--- src/hw/ffm_pkg.sv ---
// package for the fault flag and event mask register block
// assumes an internal register port fed by the device's serial slave
package ffm_pkg;

	// register offsets
	localparam logic [7:0] FLT_FLAG_OFS = 8'h27;
	localparam logic [7:0] MASK_FIRST_OFS = 8'h28;
	localparam logic [7:0] MASK_SECOND_OFS = 8'h29;
	localparam logic [7:0] MASK_THIRD_OFS = 8'h2A;

	// reset values
	localparam logic [7:0] FLT_FLAG_RST = 8'h00;
	localparam logic [7:0] MASK_RST = 8'h00;

	// fault flag field positions
	localparam int SYS_SHORT_BIT = 7;
	localparam int SYS_OV_BIT = 6;
	localparam int RB_OV_BIT = 5;
	localparam int RB_UV_BIT = 4;
	localparam int TSHUT_BIT = 2;

	// first mask field positions
	localparam int IIN_LIM_BIT = 7;
	localparam int VIN_LIM_BIT = 6;
	localparam int WDOG_BIT = 5;
	localparam int WEAK_SRC_BIT = 4;
	localparam int PGOOD_BIT = 3;
	localparam int IN2_PRES_BIT = 2;
	localparam int IN1_PRES_BIT = 1;
	localparam int BUS_PRES_BIT = 0;

	// second mask field positions
	localparam int CHG_STAT_BIT = 7;
	localparam int ICO_BIT = 6;
	localparam int BUS_STAT_BIT = 4;
	localparam int DIE_THERMAL_REGULATION_BIT = 2;
	localparam int BAT_PRES_BIT = 1;
	localparam int PORT_DET_BIT = 0;

	// used flag bits and writable mask bits; reserved bits read zero
	localparam logic [7:0] FLT_FLAG_USED = 8'hF4;
	localparam logic [7:0] MASK_FIRST_WMASK = 8'hFF;
	localparam logic [7:0] MASK_SECOND_WMASK = 8'hD7;
	localparam logic [7:0] MASK_THIRD_WMASK = 8'h7F;

	// interrupt pulse timing
	localparam int CLK_PERIOD_NS = 50;
	localparam int INT_PULSE_NS = 250;
	localparam int INT_PULSE_CYC = (INT_PULSE_NS + CLK_PERIOD_NS - 1)
		/ CLK_PERIOD_NS;
	localparam logic [3:0] INT_PULSE_LAST = 4'(INT_PULSE_CYC - 1);

	// analog conditions, all levels from the detection circuits
	typedef struct packed {
		logic sys_short;
		logic sys_ov;
		logic rb_ov;
		logic rb_uv;
		logic tshut;
		logic iin_lim;
		logic rb_cur;
		logic vin_lim;
		logic rb_volt;
		logic wdog_exp;
		logic weak_src;
		logic pgood;
		logic in2_pres;
		logic in1_pres;
		logic bus_pres;
		logic [2:0] chg_stat;
		logic [1:0] ico_stat;
		logic [3:0] bus_stat;
		logic die_thermal_regulation;
		logic bat_pres;
		logic port_det;
	} ffm_cond_t;

	// register port request
	typedef struct packed {
		logic wr;
		logic rd;
		logic [7:0] addr;
		logic [7:0] wdata;
	} ffm_req_t;

	typedef enum logic [1:0] {
		INT_IDLE = 2'b01,
		INT_PULSE = 2'b10
	} ffm_int_st_t;

endpackage

--- src/hw/ffm_regs.sv ---
// fault flag register and event mask registers with interrupt pulse
// assumes register requests are one-cycle strobes, synchronous to clk
`timescale 1ns/1ns
`default_nettype none

module ffm_regs (
	// clock and reset
	input wire logic clk,
	input wire logic reset_n,
	input wire logic clk_en,
	// register port
	input wire ffm_pkg::ffm_req_t req,
	input wire logic reg_reset_cmd,
	output logic [7:0] rdata,
	// analog conditions
	input wire ffm_pkg::ffm_cond_t cond,
	// interrupt to host, active low
	output logic int_n
);

	function automatic logic rose(input logic now, input logic was);
		rose = now & ~was;
	endfunction

	function automatic logic is_write(input ffm_pkg::ffm_req_t r,
		input logic [7:0] ofs);
		is_write = r.wr & (r.addr == ofs);
	endfunction

	// condition history and fault flags
	ffm_pkg::ffm_cond_t cond_r;
	ffm_pkg::ffm_cond_t cond_nxt;
	logic primed_r;
	logic primed_nxt;
	logic [7:0] flt_r;
	logic [7:0] flt_nxt;
	logic [7:0] flt_set;

	always_comb
	begin
		flt_set = 8'h00;
		// no edges are seen until history holds a real sample
		if (primed_r)
		begin
			flt_set[ffm_pkg::SYS_SHORT_BIT] = rose(cond.sys_short,
				cond_r.sys_short);
			flt_set[ffm_pkg::SYS_OV_BIT] = rose(cond.sys_ov,
				cond_r.sys_ov);
			flt_set[ffm_pkg::RB_OV_BIT] = rose(cond.rb_ov,
				cond_r.rb_ov);
			flt_set[ffm_pkg::RB_UV_BIT] = rose(cond.rb_uv,
				cond_r.rb_uv);
			flt_set[ffm_pkg::TSHUT_BIT] = rose(cond.tshut,
				cond_r.tshut);
		end
		cond_nxt = cond;
		primed_nxt = 1'b1;
		flt_nxt = flt_r;
		// read clears; an event in the same cycle still sets
		if (req.rd && req.addr == ffm_pkg::FLT_FLAG_OFS)
		begin
			flt_nxt = 8'h00;
		end
		flt_nxt = (flt_nxt | flt_set) & ffm_pkg::FLT_FLAG_USED;
	end

	always_ff @(posedge clk or negedge reset_n)
	begin
		if (!reset_n)
		begin
			cond_r <= '0;
			primed_r <= 1'b0;
			flt_r <= ffm_pkg::FLT_FLAG_RST;
		end
		else if (clk_en)
		begin
			cond_r <= cond_nxt;
			primed_r <= primed_nxt;
			flt_r <= flt_nxt;
		end
	end

	// mask registers
	logic [7:0] mask0_r;
	logic [7:0] mask0_nxt;
	logic [7:0] mask1_r;
	logic [7:0] mask1_nxt;
	logic [7:0] mask2_r;
	logic [7:0] mask2_nxt;

	always_comb
	begin
		mask0_nxt = mask0_r;
		mask1_nxt = mask1_r;
		mask2_nxt = mask2_r;
		if (reg_reset_cmd)
		begin
			mask0_nxt = ffm_pkg::MASK_RST;
			mask1_nxt = ffm_pkg::MASK_RST;
			mask2_nxt = ffm_pkg::MASK_RST;
		end
		else
		begin
			if (is_write(req, ffm_pkg::MASK_FIRST_OFS))
			begin
				mask0_nxt = req.wdata & ffm_pkg::MASK_FIRST_WMASK;
			end
			if (is_write(req, ffm_pkg::MASK_SECOND_OFS))
			begin
				mask1_nxt = req.wdata & ffm_pkg::MASK_SECOND_WMASK;
			end
			if (is_write(req, ffm_pkg::MASK_THIRD_OFS))
			begin
				mask2_nxt = req.wdata & ffm_pkg::MASK_THIRD_WMASK;
			end
		end
	end

	always_ff @(posedge clk or negedge reset_n)
	begin
		if (!reset_n)
		begin
			mask0_r <= ffm_pkg::MASK_RST;
			mask1_r <= ffm_pkg::MASK_RST;
			mask2_r <= ffm_pkg::MASK_RST;
		end
		else if (clk_en)
		begin
			mask0_r <= mask0_nxt;
			mask1_r <= mask1_nxt;
			mask2_r <= mask2_nxt;
		end
	end

	// event detection gated by masks
	logic [7:0] ev0;
	logic [7:0] ev1;
	logic any_event;

	always_comb
	begin
		ev0 = 8'h00;
		ev1 = 8'h00;
		if (primed_r)
		begin
			ev0[ffm_pkg::IIN_LIM_BIT] = rose(cond.iin_lim, cond_r.iin_lim)
				| rose(cond.rb_cur, cond_r.rb_cur);
			ev0[ffm_pkg::VIN_LIM_BIT] = rose(cond.vin_lim, cond_r.vin_lim)
				| rose(cond.rb_volt, cond_r.rb_volt);
			ev0[ffm_pkg::WDOG_BIT] = rose(cond.wdog_exp,
				cond_r.wdog_exp);
			ev0[ffm_pkg::WEAK_SRC_BIT] = rose(cond.weak_src,
				cond_r.weak_src);
			ev0[ffm_pkg::PGOOD_BIT] = cond.pgood ^ cond_r.pgood;
			ev0[ffm_pkg::IN2_PRES_BIT] = cond.in2_pres
				^ cond_r.in2_pres;
			ev0[ffm_pkg::IN1_PRES_BIT] = cond.in1_pres
				^ cond_r.in1_pres;
			ev0[ffm_pkg::BUS_PRES_BIT] = cond.bus_pres
				^ cond_r.bus_pres;
			ev1[ffm_pkg::CHG_STAT_BIT] = cond.chg_stat
				!= cond_r.chg_stat;
			ev1[ffm_pkg::ICO_BIT] = cond.ico_stat
				!= cond_r.ico_stat;
			ev1[ffm_pkg::BUS_STAT_BIT] = cond.bus_stat
				!= cond_r.bus_stat;
			ev1[ffm_pkg::DIE_THERMAL_REGULATION_BIT] = rose(cond.die_thermal_regulation, cond_r.die_thermal_regulation);
			ev1[ffm_pkg::BAT_PRES_BIT] = cond.bat_pres
				^ cond_r.bat_pres;
			ev1[ffm_pkg::PORT_DET_BIT] = cond.port_det
				^ cond_r.port_det;
		end
		// a set mask bit suppresses its event
		any_event = |(ev0 & ~mask0_r) | |(ev1 & ~mask1_r);
	end

	// interrupt pulse; events during a pulse merge into it,
	// so the host must read status to learn every cause
	ffm_pkg::ffm_int_st_t st_r;
	ffm_pkg::ffm_int_st_t st_nxt;
	logic [3:0] cnt_r;
	logic [3:0] cnt_nxt;

	always_comb
	begin
		st_nxt = st_r;
		cnt_nxt = cnt_r;
		unique case (st_r)
			ffm_pkg::INT_IDLE:
			begin
				if (any_event)
				begin
					st_nxt = ffm_pkg::INT_PULSE;
					cnt_nxt = 4'h0;
				end
			end
			ffm_pkg::INT_PULSE:
			begin
				if (cnt_r == ffm_pkg::INT_PULSE_LAST)
				begin
					st_nxt = ffm_pkg::INT_IDLE;
				end
				else
				begin
					cnt_nxt = cnt_r + 4'h1;
				end
			end
			default:
			begin
				st_nxt = ffm_pkg::INT_IDLE;
				cnt_nxt = 4'h0;
			end
		endcase
	end

	always_ff @(posedge clk or negedge reset_n)
	begin
		if (!reset_n)
		begin
			st_r <= ffm_pkg::INT_IDLE;
			cnt_r <= 4'h0;
		end
		else if (clk_en)
		begin
			st_r <= st_nxt;
			cnt_r <= cnt_nxt;
		end
	end

	// int_n comes straight from the state flop, no glitches
	assign int_n = ~st_r[1];

	// read data register
	logic [7:0] rdata_r;
	logic [7:0] rdata_nxt;

	always_comb
	begin
		rdata_nxt = rdata_r;
		if (req.rd)
		begin
			unique case (req.addr)
				ffm_pkg::FLT_FLAG_OFS: rdata_nxt = flt_r;
				ffm_pkg::MASK_FIRST_OFS: rdata_nxt = mask0_r;
				ffm_pkg::MASK_SECOND_OFS: rdata_nxt = mask1_r;
				ffm_pkg::MASK_THIRD_OFS: rdata_nxt = mask2_r;
				default: rdata_nxt = 8'h00;
			endcase
		end
	end

	always_ff @(posedge clk or negedge reset_n)
	begin
		if (!reset_n)
		begin
			rdata_r <= 8'h00;
		end
		else if (clk_en)
		begin
			rdata_r <= rdata_nxt;
		end
	end

	assign rdata = rdata_r;

endmodule

`default_nettype wire

--- config.mk ---
export PLATFORM = sky130hd
export DESIGN_NAME = ffm_regs
export DESIGN_NICKNAME = d
export VERILOG_FILES = /design/src/hw/ffm_pkg.sv /design/src/hw/ffm_regs.sv
export SDC_FILE = /design/constraint.sdc
export NUM_CORES = 1
export LEC_CHECK = 0
export BUFFER_PORTS_ARGS = -buffer_cell sky130_fd_sc_hd__buf_4
export CAP_MARGIN = 20
export CORE_AREA = 2 2 63 110
export DETAILED_ROUTE_END_ITERATION = 6
export DIE_AREA = 0 0 65 112
export GPL_TIMING_DRIVEN = 0
export PLACE_DENSITY_LB_ADDON = 0.1
export SLEW_MARGIN = 10
export SYNTH_ARGS = -nofsm -noshare
export SYNTH_HDL_FRONTEND = slang
export SYNTH_SLANG_ARGS = --single-unit
--- constraint.sdc ---
create_clock -name clk -period 4.7 [get_ports clk]
set_input_delay 0.47 -clock clk [delete_from_list [all_inputs] [get_ports clk]]
set_output_delay 0.47 -clock clk [all_outputs]
set_load 0.01 [all_outputs]
* Word-level counts from Yosys, hierarchy flattened
Index checks and enable logic that the tools add are counted.
** Storage, ports and cells
- Bits in registers :: 71
- Bits of input ports :: 49
- Output and inout bits :: 9
- Logic and storage cells :: 117
** Cells by class
- Add/subtract/negate cells :: 1
- Eq/ne operators :: 13
- Muxes and demuxes :: 20
- Bitwise operators :: 42
- Reduce and logical (&&, ||, !) cells :: 12
** Operators with widths (number)
- $mux 8 :: 8
- $eq 8x6->1 const B :: 4
- $pmux 8 s4 :: 1
- $and 8x8->8 :: 2
- $not 8->8 :: 2
- $reduce_or 8->1 :: 2
- $and 1x1->1 :: 15
- $not 1->1 :: 13
- $mux 4 :: 3
- $or 8x8->8 :: 1
- $pmux 4 s2 :: 1
- $reduce_and 2->1 :: 4
- $mux 2 :: 3
- $ne 2x2->1 const B :: 3
- $reduce_and 3->1 :: 2
- $reduce_bool 2->1 :: 3
- $xor 1x1->1 :: 6
- $add 4x1->4 const B :: 1
- $eq 4x3->1 const B :: 1
- $ne 4x4->1 :: 1
- $pmux 2 s2 :: 1
- $mux 3 :: 1
- $ne 3x3->1 :: 1
- $or 1x1->1 :: 3
- other kinds (5) :: 6

* Longest topological paths before layout
- Depth in word-level cells :: 9
- Gate-level depth with buffers :: 7
- Mapped depth without buffers :: 7

* Worst setup path before layout
Ideal clock, no wire load.
- Path kind :: input to register
- From :: input port req[12] (netlist bit)
- To :: register mask0_r[0]
- Setup time :: 125 ps
- Arrival time :: 2085 ps
- Required time :: 4575 ps
- Setup slack :: 2490 ps
- Stages on the path :: 7
- Buffers on the path :: 2
- Cell sequence :: or4b_1 buf_6 nor4_4 a21oi_2 nor2b_2 buf_6 mux2_4
** Between the ends
- Cells in the longest elaborated chain, start to end :: 4
** RTL lines
- from (decl) :: RTL line ffm_regs.sv:12 : input wire ffm_pkg::ffm_req_t req,
- $eq 8x6->1 :: RTL line ffm_regs.sv:27 : is_write = r.wr & (r.addr == ofs);
- $and 1x1->1 :: RTL line ffm_regs.sv:27
- $reduce_bool 2->1 (no source line)
- $reduce_and 2->1 (no source line)
- to (signal assigned) :: RTL line ffm_regs.sv:123 : mask0_r <= ffm_pkg::MASK_RST;
- to (signal assigned) :: RTL line ffm_regs.sv:129 : mask0_r <= mask0_nxt;
- to (decl) :: RTL line ffm_regs.sv:84 : logic [7:0] mask0_r;
No other way between the ends.
A chain may end at the register's enable or synchronous reset.

* Worst setup path in the final report
- From :: input port req[12] (netlist bit)
- To :: register mask0_r[4]
The elaborated chain is that of the path after synthesis.

==> impl_metrics.prom <==
# TYPE chip_impl_metric gauge
chip_impl_metric{name="antennaDiodeCount",unit=""} 0
chip_impl_metric{name="area_growth_syn_to_layout",unit="%"} 24.42
chip_impl_metric{name="synth_area",unit="sq mm"} 0.003346
chip_impl_info{name="cts_tree",value="yes"} 1
chip_impl_metric{name="placeableCoreArea",unit="sq mm"} 0.006392
chip_impl_metric{name="critical_path.max_fanout",unit=""} 8
chip_impl_info{name="final_common_cell",value="dfrtp_1"} 1
chip_impl_metric{name="clkSlewWorstSetupHoldPaths",unit="ps"} 50
chip_impl_metric{name="netlist-cell-type-count",unit=""} 47
chip_impl_metric{name="finalWeightedCongestion",unit=""} 0.7880
chip_impl_info{name="setup.worst_path.start_class",value="input pin"} 1
chip_impl_metric{name="grt_first_pass_wirelength",unit="um"} 11180
chip_impl_metric{name="syn_inst",unit=""} 274
chip_impl_metric{name="period_needed",unit="ps"} 2192
chip_impl_metric{name="floorplan.die_area",unit="sq mm"} 0.007280
chip_impl_metric{name="antenna_found_initial",unit=""} 0
chip_impl_metric{name="drtIter0Drc",unit=""} 113
chip_impl_metric{name="final_report_max_slew_violation_count",unit=""} 0
chip_impl_info{name="timing.critical_path.to_type",value="flip-flop"} 1
chip_impl_info{name="worst_path_most_repeated_cell",value="buf_6"} 1
chip_impl_metric{name="vias",unit=""} 2319
chip_impl_metric{name="std_cell_rows",unit=""} 39
chip_impl_metric{name="die_h",unit="um"} 112
chip_impl_metric{name="setup_tns",unit="ps"} 0
chip_impl_metric{name="global_route.overflow_total",unit=""} 0
chip_impl_metric{name="ioPinCount",unit=""} 58
chip_impl_metric{name="track_usage",unit=""} 0.2061
chip_impl_metric{name="p_per_area",unit="mW/mm^2"} 385.6
chip_impl_metric{name="vias_per_cell",unit=""} 5.431
chip_impl_metric{name="max_cap_viol_count",unit=""} 0
chip_impl_metric{name="drive_above_1_share",unit=""} 0.3681
chip_impl_metric{name="crit_path_arrival_time",unit="ps"} 2400
chip_impl_info{name="cp_top_delay_family",value="simple AND/OR/NAND/NOR gates"} 1
chip_impl_metric{name="synth_warnings",unit=""} 0
chip_impl_metric{name="ys_seq_elements",unit=""} 68
chip_impl_metric{name="post-dp-hpwl",unit="um"} 5027
chip_impl_metric{name="worst_ep_required_time",unit="ps"} 4910
chip_impl_info{name="main_flop_type_after_synthesis",value="dfrtp_1"} 1
chip_impl_metric{name="synthArstFlopShare",unit=""} 1.000
chip_impl_metric{name="max_freq",unit="GHz"} 0.4562
chip_impl_metric{name="drt_pre_antenna_iters",unit=""} 6
chip_impl_metric{name="chipWidth",unit="um"} 65
chip_impl_metric{name="final_antenna_net_count",unit=""} 0
chip_impl_info{name="commonest_cells_after_routing_fill_and_taps_aside",value="dfrtp_1 (67), buf_4 (57), mux2_2 (28)"} 1
chip_impl_metric{name="worst_pin_slew",unit="ps"} 914.7
chip_impl_metric{name="numPortBuffers",unit=""} 55
chip_impl_metric{name="relSlewSlack",unit=""} 0.3865
chip_impl_info{name="slowest_cp_cell",value="or4b_1"} 1
chip_impl_metric{name="initial_core_util",unit=""} 0.5234
chip_impl_metric{name="final_setup_viols",unit=""} 0
chip_impl_metric{name="detailed_place.area",unit="sq mm"} 0.003861
chip_impl_metric{name="placed_cells",unit=""} 411
chip_impl_info{name="worstHoldPathType",value="input pin to async pin"} 1
chip_impl_metric{name="htree_depth",unit=""} 3
chip_impl_info{name="grt_setup_unrepaired",value="false"} 1
chip_impl_metric{name="post-route-drc-count",unit=""} 0
chip_impl_metric{name="routed_wirelength",unit="um"} 6747
chip_impl_info{name="timing.setup.critical_path_class",value="input pin to flip-flop"} 1
chip_impl_metric{name="mappedNetlistNets",unit=""} 325
chip_impl_metric{name="cpPeakStageDelay",unit="ps"} 540
chip_impl_info{name="worstPathCellList",value="buf_4, or4b_1, buf_6, nor4_4, a21oi_2, nor2b_2, buf_6, mux2_4"} 1
chip_impl_metric{name="cts_resized",unit=""} 0
chip_impl_metric{name="layoutNonFillerInstCount",unit=""} 427
chip_impl_metric{name="per_instance_average_area_after_synthesis",unit="sq um"} 12.21
chip_impl_metric{name="detail_route.wl_per_cell",unit="um"} 15.80
chip_impl_metric{name="cts-hold-fix-buffers",unit=""} 0
chip_impl_metric{name="synth-edff-count",unit=""} 0
chip_impl_metric{name="tritoncts.num_buffers",unit=""} 9
chip_impl_metric{name="maximum_number_of_pins_on_one_net_before_global_route_repair",unit=""} 69
chip_impl_metric{name="power.leakage",unit="uW"} 0.001927
chip_impl_metric{name="number_of_global_route_vias_before_repair",unit=""} 2293
chip_impl_metric{name="fin_worst_skew",unit="ps"} 4.704
chip_impl_metric{name="combined_buffer_and_inverter_count_along_the_critical_path",unit=""} 3
chip_impl_metric{name="post-cts-setup-buffer-count",unit=""} 0
chip_impl_metric{name="insertion_delay",unit="ps"} 330
chip_impl_metric{name="hold_viol",unit=""} 0
chip_impl_metric{name="cts_max_path_buffers",unit=""} 2
chip_impl_metric{name="yosysSeqAreaShare",unit=""} 0.5090
chip_impl_metric{name="final.period_utilization",unit=""} 0.4664
chip_impl_metric{name="maximum_vdd_ir_drop",unit="uV"} 275.3
chip_impl_info{name="clock_tree.root_cell",value="clkbuf_16"} 1
chip_impl_metric{name="finalNetCount",unit=""} 391
chip_impl_metric{name="layout.cell_area.non_filler",unit="sq mm"} 0.004163
chip_impl_info{name="outcome",value="complete, no violations"} 1
chip_impl_metric{name="tritoncts_num_sinks",unit=""} 68
## worst paths after layout
path / slack (ps) / depth (start not counted) / endpoint / from
setup / recovery: 2510 / 8 / mask0_r[4]$_DFFE_PN0P_ / req[12]
hold / removal: 240 / 1 / mask2_r[1]$_DFFE_PN0P_ / reset_n
setup reg to reg: 2840 / 5 / cnt_r[3]$_DFFE_PN0P_ / mask0_r[5]$_DFFE_PN0P_
hold reg to reg: 490 / 1 / rdata[1]$_DFFE_PN0P_ / rdata[1]$_DFFE_PN0P_
max in group asynchronous: 3900 / 1 / cond_r[16]$_DFFE_PN0P_ / reset_n
min in group clk: 350 / 3 / cond_r[25]$_DFFE_PN0P_ / cond[25]
## metrics by stage
step | hold WS (ps) | total power [uW] | util | setup WS (ps)
floorplan | 174.4 | 863.8 | - | 2490
global placement | 466.8 | 954.2 | 0.6040 | 2175
detailed placement | 476.6 | 961.1 | 0.6040 | 2178
CTS | 283.8 | 1625 | 0.6512 | 2524
global route | 323.0 | 1683 | 0.6512 | 2452
finish | 244.9 | 1605 | 0.6512 | 2508
## synth_stat cells (2+ instances only)
cell	count	area share
dfrtp_1	67	0.50
mux2_2	28	0.094
inv_1	15	0.017
mux2_4	15	0.067
xnor2_1	15	0.039
nand2_1	13	0.015
o21ai_0	12	0.018
nor2_1	9	0.010
a21oi_1	8	0.012
and2b_1	8	0.018
a22o_1	7	0.018
a22oi_1	7	0.016
a32o_1	7	0.021
nand2b_1	6	0.011
clkbuf_1	5	0.0056
nor2b_1	5	0.0093
a31oi_1	4	0.0075
a21o_1	3	0.0067
o22ai_1	3	0.0056
a222oi_1	2	0.0060
buf_4	2	0.0045
buf_6	2	0.0067
ha_1	2	0.0075
mux2i_1	2	0.0060
nand3_1	2	0.0030
nand4_1	2	0.0037
nor3_1	2	0.0030
nor4_4	2	0.013
## layer usage
layer  up-vias  global-route usage  part of all wire
met5         -                   0                 0
li1       1116                   -                 -
met3        10             0.05051             0.044
met4         0             0.09362             0.018
met2        53              0.3375              0.52
met1      1140              0.2532              0.41
## worst reg2reg max path, cell delays in order, from the launching register on
cell and delay [ps]:
dfrtp_1 390, nor2_1 70, a22o_1 230, a2111oi_0 540, nand4_1 300, o221ai_1 250
## cells by family (layout without fill, tap and decap cells)
family                     count (synthesis)  in the layout  share of synthesized area
and+or+nand+nor                           58             58                     0.1100
muxes                                     45             45                     0.1675
buffers and inverters                     27             98                    0.04038
xor gates and xnor gates                  15             15                    0.03927
DFF                                       68             68                     0.5090
AOI/OAI and AO/OA                         59             59                     0.1264
adders and majority gates                  2              2                   0.007478
## flip-flops by register name, indices dropped and copies added (netlist names)
name / flops
primed_r: 1
rdata: 8
cnt_r: 4
st_r: 2
mask0_r: 8
mask2_r: 7
mask1_r: 6
flt_r: 5
cond_r: 27
## final cells by class
cell class,count,area [sq um]
plain buffers,12,78.83
clock buffers,16,301.5
fillers,528,2230
inverters,15,56.30
multi-input cells,179,1508
flip-flops and latches,68,1703
well taps,82,102.6
repair buffers,55,412.9
## power breakdown
part,leakage [uW],switching (uW),internal (uW)
Combinational,0.000946,106,137
Clock,0.000149,228,429
Sequential,0.000831,54.3,650
Total,0.00193,388,1220
Power figures use the tool's default switching activity.
